<file path="config.mk">
export PLATFORM = sky130hd
export DESIGN_NAME = scx_core
export DESIGN_NICKNAME = d
export VERILOG_FILES = /design/src/hdl/scx_pkg.sv /design/src/hdl/scx_core.sv /design/src/hdl/scx_sync.sv
export SDC_FILE = /design/constraint.sdc
export NUM_CORES = 2
export LEC_CHECK = 0
export BUFFER_PORTS_ARGS = -buffer_cell sky130_fd_sc_hd__buf_2
export CAP_MARGIN = 30
export CORE_ASPECT_RATIO = 2
export CORE_MARGIN = 2
export CORE_UTILIZATION = 34
export DETAILED_ROUTE_END_ITERATION = 6
export PLACE_DENSITY_LB_ADDON = 0.05
export SYNTH_ARGS = -nofsm -noshare
export SYNTH_HDL_FRONTEND = slang
export SYNTH_SLANG_ARGS = --single-unit
</file>
<file path="constraint.sdc">
create_clock -name core_clk -period 59.8 [get_ports core_clk]
set_input_delay 11.96 -clock core_clk [delete_from_list [all_inputs] [get_ports core_clk]]
set_output_delay 11.96 -clock core_clk [all_outputs]
set_load 0.1 [all_outputs]
</file>
<file path="src/hdl/scx_pkg.sv">
// Shared types and constants of the system-control executor.
// Assumes one 100 MHz core clock and a 32-bit byte-addressed memory bus.
package scx_pkg;

	// Clock and oscillator timing.
	localparam int CLK_PERIOD_NS = 10;
	localparam int OSC_STAB_NS = 10000;
	localparam int OSC_STAB_CYC = (OSC_STAB_NS + CLK_PERIOD_NS - 1) / CLK_PERIOD_NS;

	// Vector table and reset values.
	localparam logic [31:0] RST_PC_ADDR = 32'h0000_0000;
	localparam logic [31:0] RST_SP_ADDR = 32'h0000_0004;
	localparam logic [31:0] STAT_RST = 32'h0000_00f0;
	localparam logic [7:0] NMI_VEC = 8'h0b;
	localparam int STAT_MASK_LSB = 4;
	localparam logic [3:0] SP_IDX = 4'hf;
	localparam logic [31:0] STEP_WORD = 32'h0000_0004;
	localparam logic [31:0] INSTR_BYTES = 32'h0000_0002;

	// Least execution cycles.
	localparam logic [3:0] CYC_EXC = 4'h1;
	localparam logic [3:0] CYC_RTE = 4'h4;
	localparam logic [3:0] CYC_TRAP = 4'h8;
	localparam logic [3:0] CYC_SLEEP = 4'h3;
	localparam logic [3:0] CYC_LDC_MEM = 4'h3;
	localparam logic [3:0] CYC_LDS_MEM = 4'h1;
	localparam logic [3:0] CYC_STC_MEM = 4'h2;
	localparam logic [3:0] CYC_STS_MEM = 4'h1;

	// Fixed operation words.
	localparam logic [15:0] OP_FLAG_CLEAR = 16'h0008;
	localparam logic [15:0] OP_FLAG_SET = 16'h0018;
	localparam logic [15:0] OP_ZERO_ACC = 16'h0028;
	localparam logic [15:0] OP_NOP = 16'h0009;
	localparam logic [15:0] OP_EXC_RETURN = 16'h002b;
	localparam logic [15:0] OP_SLEEP = 16'h001b;
	localparam logic [7:0] OP_TRAP_HI = 8'hc3;

	// Control register index: 0..2 control group, 3..5 system group.
	localparam logic [2:0] CR_STATUS = 3'h0;
	localparam logic [2:0] CR_GLOBAL = 3'h1;
	localparam logic [2:0] CR_VECTOR = 3'h2;
	localparam logic [2:0] CR_ACC_HI = 3'h3;
	localparam logic [2:0] CR_ACC_LO = 3'h4;
	localparam logic [2:0] CR_LINK = 3'h5;

	typedef enum logic [2:0] {PS_RESET, PS_EXEC, PS_SEQ, PS_SLEEP, PS_STANDBY, PS_OSC} scx_ps_t;
	typedef enum logic [2:0] {SQ_RESET, SQ_EXC, SQ_RTE, SQ_LOAD, SQ_STORE, SQ_SLEEP} scx_seq_t;
	typedef enum logic [1:0] {PROC_RESET, PROC_EXC, PROC_EXEC, PROC_PDOWN} scx_proc_t;

	typedef struct packed {
		logic req;
		logic we;
		logic [31:0] addr;
		logic [31:0] wdata;
	} scx_mem_req_t;

	typedef struct packed {
		logic ack;
		logic [31:0] rdata;
	} scx_mem_rsp_t;

	typedef struct packed {
		logic nmi;
		logic irq;
		logic [3:0] lvl;
		logic [7:0] vec;
	} scx_irq_t;

	typedef struct packed {
		scx_ps_t ps;
		scx_seq_t seq;
		scx_proc_t proc;
		logic [1:0] step;
		logic [3:0] cyc;
		logic [3:0] minc;
		logic mfin;
		logic [3:0] rn;
		logic [2:0] idx;
		logic [7:0] vec;
		logic ins;
		logic slot;
		logic [31:0] slot_pc;
		logic [31:0] tmp;
		logic [31:0] pc;
		logic [31:0] stat;
		logic [31:0] gbase;
		logic [31:0] vbase;
		logic [31:0] acc_hi;
		logic [31:0] acc_lo;
		logic [31:0] link;
		logic [15:0][31:0] gpr;
		scx_mem_req_t mreq;
		logic done;
		logic iack;
		logic rdy;
		logic sleep;
		logic stby;
		logic macu;
		logic [15:0] ocnt;
	} scx_state_t;

endpackage

</file>
<file path="src/hdl/scx_core.sv">
// System-control instruction executor and processing-state sequencer.
// Assumes a fetcher that offers the word at pc_value and a 32-bit memory bus.
`timescale 1ns/100ps
`default_nettype none

module scx_core
	import scx_pkg::*;
#(
	parameter int OSC_CYC = OSC_STAB_CYC
) (
	input wire logic core_clk, // System clock, 100 MHz.
	input wire logic rst_b, // Power-on clear pin, active low.
	input wire logic instr_valid, // Instruction word offered.
	input wire logic [15:0] instr_word, // Instruction at pc_value.
	input wire scx_pkg::scx_mem_rsp_t mem_rsp, // Memory acknowledge and read data.
	input wire scx_pkg::scx_irq_t irq_pins, // Interrupt request pins.
	input wire logic standby_select_bit, // Standby select from low_power_control_reg.
	input wire logic mult_busy, // Multiplier still working.
	output scx_pkg::scx_mem_req_t mem_cmd, // Memory request.
	output scx_pkg::scx_proc_t proc_state, // Processing state.
	output logic [31:0] pc_value, // Program counter.
	output logic [31:0] status_word, // Status word, bit 0 is the test flag.
	output logic instr_ready, // Instruction may be taken.
	output logic instr_done, // Instruction finished.
	output logic irq_ack, // Interrupt taken.
	output logic sleep_mode, // CPU halted, peripherals run.
	output logic standby_mode, // CPU, peripherals and oscillator halted.
	output logic mac_uncertain // Accumulator halves undefined.
);
	//------------------------------------------------------------
	// Declarations and reset release
	//------------------------------------------------------------
	scx_state_t s, n;
	scx_irq_t irq_s;
	logic [1:0] rsync_r;
	logic rst_s;
	logic take, irq_ok, a_we, a_need;
	logic [31:0] a_addr, a_wd, sp, npc;
	logic [1:0] a_last;
	logic [3:0] r;
	logic [2:0] cc, cs;

	always_ff @(posedge core_clk or negedge rst_b) begin
		if (!rst_b) begin
			rsync_r <= 2'b00;
		end else begin
			rsync_r <= {rsync_r[0], 1'b1};
		end
	end
	assign rst_s = rsync_r[1];

	// Interrupt pins cross into the core clock.
	scx_sync #(.WIDTH($bits(scx_irq_t))) u_irq_sync (
		.core_clk(core_clk),
		.rst_b(rst_s),
		.d(irq_pins),
		.q(irq_s)
	);

	//------------------------------------------------------------
	// Control register access
	//------------------------------------------------------------
	// Reads one control or system register by index.
	function automatic logic [31:0] ctl_rd(scx_state_t st, logic [2:0] i);
		case (i)
			CR_STATUS: return st.stat;
			CR_GLOBAL: return st.gbase;
			CR_VECTOR: return st.vbase;
			CR_ACC_HI: return st.acc_hi;
			CR_ACC_LO: return st.acc_lo;
			default: return st.link;
		endcase
	endfunction

	// Writes one control or system register by index.
	function automatic scx_state_t ctl_wr(scx_state_t st, logic [2:0] i, logic [31:0] v);
		case (i)
			CR_STATUS: st.stat = v;
			CR_GLOBAL: st.gbase = v;
			CR_VECTOR: st.vbase = v;
			CR_ACC_HI: begin
				st.acc_hi = v;
				st.macu = 1'b0;
			end
			CR_ACC_LO: begin
				st.acc_lo = v;
				st.macu = 1'b0;
			end
			default: st.link = v;
		endcase
		return st;
	endfunction

	// Starts a multi-cycle sequence.
	function automatic scx_state_t seq_go(scx_state_t st, scx_seq_t k, logic [3:0] mn, logic [3:0] rr,
		logic [2:0] i);
		st.ps = PS_SEQ;
		st.seq = k;
		st.step = 2'd0;
		st.cyc = 4'h1;
		st.mfin = 1'b0;
		st.minc = mn;
		st.rn = rr;
		st.idx = i;
		st.ins = 1'b1;
		return st;
	endfunction

	// Starts exception processing with a vector and return address.
	function automatic scx_state_t exc_go(scx_state_t st, logic [7:0] v, logic [31:0] ret, logic [3:0] mn,
		logic ins);
		st = seq_go(st, SQ_EXC, mn, 4'h0, 3'h0);
		st.vec = v;
		st.tmp = ret;
		st.ins = ins;
		st.slot = 1'b0;
		st.proc = PROC_EXC;
		return st;
	endfunction

	//------------------------------------------------------------
	// Next-state logic
	//------------------------------------------------------------
	// Sequencer, decoder and memory handshake.
	always_comb begin
		n = s;
		n.done = 1'b0;
		n.iack = 1'b0;
		take = 1'b0;
		sp = s.gpr[SP_IDX];
		npc = s.slot ? s.slot_pc : s.pc + INSTR_BYTES;
		r = instr_word[11:8];
		cc = {1'b0, instr_word[5:4]};
		cs = CR_ACC_HI + {1'b0, instr_word[5:4]};
		irq_ok = irq_s.irq && (irq_s.lvl > s.stat[STAT_MASK_LSB +: 4]);
		a_addr = '0;
		a_we = 1'b0;
		a_wd = '0;
		a_last = 2'd0;
		a_need = 1'b1;
		// Access wanted by the current sequence step.
		case (s.seq)
			SQ_RESET: begin
				a_addr = s.step[0] ? RST_SP_ADDR : RST_PC_ADDR;
				a_last = 2'd1;
			end
			SQ_EXC: begin
				a_addr = (s.step == 2'd2) ? s.vbase + {22'h0, s.vec, 2'b00} : sp - STEP_WORD;
				a_we = (s.step != 2'd2);
				a_wd = (s.step == 2'd0) ? s.stat : s.tmp;
				a_last = 2'd2;
			end
			SQ_RTE: begin
				a_addr = sp;
				a_last = 2'd1;
			end
			SQ_LOAD: a_addr = s.gpr[s.rn];
			SQ_STORE: begin
				a_addr = s.gpr[s.rn] - STEP_WORD;
				a_we = 1'b1;
				a_wd = ctl_rd(s, s.idx);
			end
			default: a_need = 1'b0;
		endcase
		case (s.ps)
			PS_RESET: begin
				n = seq_go(s, SQ_RESET, CYC_EXC, 4'h0, 3'h0);
				n.ins = 1'b0;
				n.proc = PROC_EXC;
			end
			PS_EXEC: begin
				if (irq_s.nmi && !s.slot) begin
					n = exc_go(s, NMI_VEC, s.pc, CYC_EXC, 1'b0);
					n.iack = 1'b1;
				end else if (irq_ok && !s.slot) begin
					n = exc_go(s, irq_s.vec, s.pc, CYC_EXC, 1'b0);
					n.iack = 1'b1;
				end else if (instr_valid && s.rdy) begin
					take = 1'b1;
					n.done = 1'b1;
					n.pc = npc;
					n.slot = 1'b0;
					case (instr_word)
						OP_FLAG_CLEAR: n.stat[0] = 1'b0;
						OP_FLAG_SET: n.stat[0] = 1'b1;
						OP_ZERO_ACC: begin
							n.acc_hi = '0;
							n.acc_lo = '0;
							n.macu = 1'b0;
						end
						OP_NOP: ;
						OP_EXC_RETURN: n = seq_go(s, SQ_RTE, CYC_RTE, 4'h0, 3'h0);
						OP_SLEEP: n = seq_go(s, SQ_SLEEP, CYC_SLEEP, 4'h0, 3'h0);
						default: begin
							if (instr_word[15:8] == OP_TRAP_HI) begin
								n = exc_go(s, instr_word[7:0], npc, CYC_TRAP, 1'b1);
							end else if (instr_word[7:6] == 2'b00 && instr_word[5:4] != 2'b11) begin
								case ({instr_word[15:12], instr_word[3:0]})
									8'h4e: n = ctl_wr(n, cc, s.gpr[r]);
									8'h4a: n = ctl_wr(n, cs, s.gpr[r]);
									8'h47: n = seq_go(s, SQ_LOAD, CYC_LDC_MEM, r, cc);
									8'h46: n = seq_go(s, SQ_LOAD, CYC_LDS_MEM, r, cs);
									8'h43: n = seq_go(s, SQ_STORE, CYC_STC_MEM, r, cc);
									8'h42: n = seq_go(s, SQ_STORE, CYC_STS_MEM, r, cs);
									8'h02: n.gpr[r] = ctl_rd(s, cc);
									8'h0a: n.gpr[r] = ctl_rd(s, cs);
									default: ;
								endcase
							end
						end
					endcase
				end
			end
			PS_SEQ: begin
				if (s.cyc != 4'hf) begin
					n.cyc = s.cyc + 4'h1;
				end
				if (a_need && !s.mfin) begin
					if (!s.mreq.req) begin
						n.mreq = '{req: 1'b1, we: a_we, addr: a_addr, wdata: a_wd};
					end else if (mem_rsp.ack) begin
						n.mreq.req = 1'b0;
						if (s.step == a_last) begin
							n.mfin = 1'b1;
						end else begin
							n.step = s.step + 2'd1;
						end
						case (s.seq)
							SQ_RESET: begin
								if (s.step == 2'd0) begin
									n.pc = mem_rsp.rdata;
								end else begin
									n.gpr[SP_IDX] = mem_rsp.rdata;
								end
							end
							SQ_EXC: begin
								if (s.step == 2'd2) begin
									n.pc = mem_rsp.rdata;
								end else begin
									n.gpr[SP_IDX] = a_addr;
								end
							end
							SQ_RTE: begin
								n.gpr[SP_IDX] = sp + STEP_WORD;
								if (s.step == 2'd0) begin
									n.tmp = mem_rsp.rdata;
								end else begin
									n.stat = mem_rsp.rdata;
								end
							end
							SQ_LOAD: begin
								n.gpr[s.rn] = s.gpr[s.rn] + STEP_WORD;
								n = ctl_wr(n, s.idx, mem_rsp.rdata);
							end
							default: n.gpr[s.rn] = a_addr;
						endcase
					end
				end else if ({1'b0, s.cyc} + 5'h01 >= {1'b0, s.minc}) begin // Five bits: a saturated count still ends.
					n.ps = PS_EXEC;
					n.proc = PROC_EXEC;
					n.done = s.ins;
					case (s.seq)
						SQ_RTE: begin
							n.pc = s.pc + INSTR_BYTES;
							n.slot = 1'b1;
							n.slot_pc = s.tmp;
						end
						SQ_LOAD, SQ_STORE: begin
							n.pc = npc;
							n.slot = 1'b0;
						end
						SQ_SLEEP: begin
							n.pc = npc;
							n.slot = 1'b0;
							n.proc = PROC_PDOWN;
							n.ps = standby_select_bit ? PS_STANDBY : PS_SLEEP;
							n.macu = s.macu | (standby_select_bit & mult_busy);
						end
						default: ;
					endcase
				end
			end
			PS_SLEEP: begin
				if (irq_s.nmi || irq_ok) begin
					n = exc_go(s, irq_s.nmi ? NMI_VEC : irq_s.vec, s.pc, CYC_EXC, 1'b0);
					n.iack = 1'b1;
				end
			end
			PS_STANDBY: begin
				if (irq_s.nmi) begin
					n.ps = PS_OSC;
					n.ocnt = '0;
				end
			end
			PS_OSC: begin
				n.ocnt = s.ocnt + 16'h1;
				if (s.ocnt == 16'(OSC_CYC - 1)) begin
					n = exc_go(s, NMI_VEC, s.pc, CYC_EXC, 1'b0);
					n.iack = 1'b1;
				end
			end
			default: n.ps = PS_RESET;
		endcase
		n.rdy = (n.ps == PS_EXEC) && !take;
		n.sleep = (n.ps == PS_SLEEP);
		n.stby = (n.ps == PS_STANDBY);
	end

	//------------------------------------------------------------
	// State register and outputs
	//------------------------------------------------------------
	// Registers the whole state; reset gives the reset processing state.
	always_ff @(posedge core_clk or negedge rst_s) begin
		if (!rst_s) begin
			s <= '0;
			s.stat <= STAT_RST;
		end else begin
			s <= n;
		end
	end

	// Outputs come straight from the state register.
	assign mem_cmd = s.mreq;
	assign proc_state = s.proc;
	assign pc_value = s.pc;
	assign status_word = s.stat;
	assign instr_ready = s.rdy;
	assign instr_done = s.done;
	assign irq_ack = s.iack;
	assign sleep_mode = s.sleep;
	assign standby_mode = s.stby;
	assign mac_uncertain = s.macu;
endmodule
`default_nettype wire

</file>
<file path="src/hdl/scx_sync.sv">
// Two-stage synchroniser for pin-level inputs.
// Assumes the destination clock and an active-low asynchronous reset.
`timescale 1ns/100ps
`default_nettype none
module scx_sync #(
	parameter int WIDTH = 1
) (
	input wire logic core_clk, // Destination clock.
	input wire logic rst_b, // Asynchronous reset, active low.
	input wire logic [WIDTH-1:0] d, // Asynchronous input.
	output logic [WIDTH-1:0] q // Synchronised copy.
);
	logic [WIDTH-1:0] meta_r;

	// The first stage feeds only the second stage.
	always_ff @(posedge core_clk or negedge rst_b) begin
		if (!rst_b) begin
			meta_r <= '0;
			q <= '0;
		end else begin
			meta_r <= d;
			q <= meta_r;
		end
	end
endmodule
`default_nettype wire

</file>
==> impl_metrics.env <==
export IMPL_overflow=0
export IMPL_dpl_hpwl_mm=240
export IMPL_fin_tns_setup_ps=0
export IMPL_synthXorXnorAreaFrac_pct=2.14
export IMPL_synth_flop_cell="dfrtp_1"
export IMPL_fillers=18300
export IMPL_root_buffer="clkbuf_16"
export IMPL_vias=58000
export IMPL_coreArea_um2=182000
export IMPL_holdCritPathClass="flop to flop"
export IMPL_setup_violations=0
export IMPL_grt_start_max_net_pins=156
export IMPL_die_area_um2=187000
export IMPL_relSlewSlack_pct=24.3
export IMPL_place_gp_congestion=0.979
export IMPL_numCtsBuffers=100
export IMPL_clk_insertion_delay_late_ps=750
export IMPL_cts_tree="yes"
export IMPL_final_cell_mix="941 x dfrtp_1, 645 x nor2_1, 628 x nand2_1"
export IMPL_yosysUniqueCellTypes=107
export IMPL_synth_nets=6618
export IMPL_fp_dieH_um=609
export IMPL_antenna_found_initial=15
export IMPL_power_density_nw_per_um2=44.3
export IMPL_maxCapViolCount=0
export IMPL_path_class="input port to flop"
export IMPL_antenna_left=0
export IMPL_wl_mm=333
export IMPL_hold_slack_ps=340
export IMPL_die_x_um=307
export IMPL_portBuffers=205
export IMPL_nets=6469
export IMPL_regArea_um2=23900
export IMPL_cts_setup_buffers=0
export IMPL_numClockSinks=954
export IMPL_cts_resized=0
export IMPL_synth_area_leaders="dfrtp_1 38%, mux4_2 10%, o21ai_0 4.7%"
export IMPL_cp_max_fo=42
export IMPL_yosys_area_share_simple_pct=12.5
export IMPL_yosysWarningCount=0
export IMPL_synthArstFlopShare_pct=100
export IMPL_grt_pass1_vias=57500
export IMPL_leakage_nw=27.9
export IMPL_fmax_ghz=0.0624
export IMPL_cp_end_kind="flop"
export IMPL_synth_top_family_by_area="compound AO/OA/AOI/OAI gates"
export IMPL_synthCells=6518
export IMPL_rsz0062_at_grt="false"
export IMPL_peakVddDrop_mv=0.0325
export IMPL_status="complete, but fails checks"
export IMPL_synth_top_area_share_pct=38.2
export IMPL_max_slew_worst_pin_slew_ps=1120
export IMPL_total_power_w=0.00306
export IMPL_synth_edf_count=0
export IMPL_synth_seq_cells=954
export IMPL_violations="DRC"
export IMPL_final_min_clock_period_ps=16030
export IMPL_drv_slew=0
export IMPL_start_util_pct=34.1
export IMPL_clock_skew_ps=25.3
export IMPL_ctsLongestPathBuffers=3
export IMPL_first_pass_iters=7
export IMPL_multi_input_area_um2=34800
export IMPL_hold_buffers=0
export IMPL_arrival_ps=16650
export IMPL_period_share_pct=26.8
export IMPL_ys_seq_area_share_pct=38.3
export IMPL_drtIter0Drc=6038
export IMPL_syn_cell_area_um2=62300
export IMPL_viasPerCell=6.58
export IMPL_yosysTopAreaCell="dfrtp_1"
export IMPL_drive_gt1_share_pct=20.2
export IMPL_synth_adder_area_share_pct=0.655
export IMPL_cp_start_kind="input port"
export IMPL_drc=19
export IMPL_place_inst=8615
export IMPL_required_ps=60420
export IMPL_grt_pass1_wl_mm=463
export IMPL_finalHoldViolations=0
export IMPL_syn_area_per_cell_um2=9.55
export IMPL_path_clk_slew_ps=70
export IMPL_layout_commonest_cell="dfrtp_1"
export IMPL_wire_per_inst_um=37.8
export IMPL_instances_no_fill=8811
export IMPL_rows=222
export IMPL_h_tree_depth=3
export IMPL_area_growth_synth_to_final_pct=10.9
export IMPL_synth_compound_area_share_pct=23.6
export IMPL_pin_count=206
export IMPL_muxShareOfSynthArea_pct=16.3
export IMPL_grtUsageTotal_pct=35.0
## sequential cells by signal, indices dropped and copies added, names as in the netlist
signal and flops:
s 754, mem_cmd 66, pc_value 32, sp 32, status_word 32, u_irq_sync.meta_r 14
u_irq_sync.q 14, proc_state 2, rsync_r 2, instr_done 1, instr_ready 1, irq_ack 1
mac_uncertain 1, sleep_mode 1, standby_mode 1
## path summary, 6_finish.rpt
check / startpoint / endpoint / slack (ps) / cells after the start
worst max-delay path: instr_word[9] / s[424] / 43770 / 14
worst min-delay path: u_irq_sync.meta_r[1] / u_irq_sync.q[1] / 340 / 0
worst max register to register: s[901] / s[210] / 52640 / 12
worst min register to register: u_irq_sync.meta_r[1] / u_irq_sync.q[1] / 340 / 0
max in group asynchronous: rst_b / rsync_r[1] / 48700 / 1
min in group asynchronous: rsync_r[1] / mem_cmd[51] / 410 / 0
## report_power, final
part | leakage (nW) | switching [W] | internal, W
Clock | 1.69 | 0.000309 | 0.000384
Sequential | 12.8 | 0.000147 | 0.000744
Combinational | 13.4 | 0.00109 | 0.000382
## per-stage QoR
stage	instance area (um2)	setup slack [ps]	utilization, %
final	69100	43770	37.8
after global routing	69100	43650	37.8
after CTS	69000	43820	37.8
after detailed placement	65500	43030	35.9
after global placement	65000	43140	35.6
after floorplan	62300	31250	-
## area by class of cell
class | count | share of cell area [%]
antenna | 8 | 0.0290
sequential | 954 | 34.6
clock inverter | 42 | 0.761
timing repair buffer | 497 | 5.21
tap | 2352 | 4.26
multi-input combinational | 4717 | 50.4
clock buffer | 142 | 4.23
inverter | 99 | 0.538
## logic make-up (layout without fill, tap and decap cells)
logic type,Yosys count,count (layout)
compound gates,2159,2159
simple gates,1762,1762
flops,954,954
buf+inv,847,780
mux,611,611
xor+xnor,152,152
fa+ha+maj,32,32
other cells,1,9
## layer usage
metal	part of all wire [%]	up-vias	track usage, %	wire [um]
met1	34	29900	36.8	113000
met2	51	2864	61.6	168000
met4	9.5	14	27.8	31700
met3	5.8	988	5.63	19400
met5	0.025	-	0	84
li1	-	24200	-	-
## Yosys cell counts (58+ instances only)
library cell,count
mux2_2,210
dfrtp_1,950
nor3_1,76
nand2_1,632
inv_1,97
buf_4,159
buf_1,60
xor2_1,58
nor2_1,666
mux4_2,289
a221o_1,230
o221ai_1,71
o21ai_0,589
o22ai_1,95
a22oi_1,238
xnor2_1,94
a22o_1,80
a21oi_1,404
nand3_1,102
mux2i_1,100
clkbuf_1,465
## critical path, stage by stage
cell,delay [ps]
buf_6,190
or4_1,570
buf_4,320
nor2_1,210
nand4_1,220
o21bai_1,560
inv_1,150
nand2_2,100
buf_4,450
buf_4,550
o21ai_0,310
a21o_1,220
buf_4,250
a221o_1,410
No activity file was read; power rests on OpenSTA's default activity.
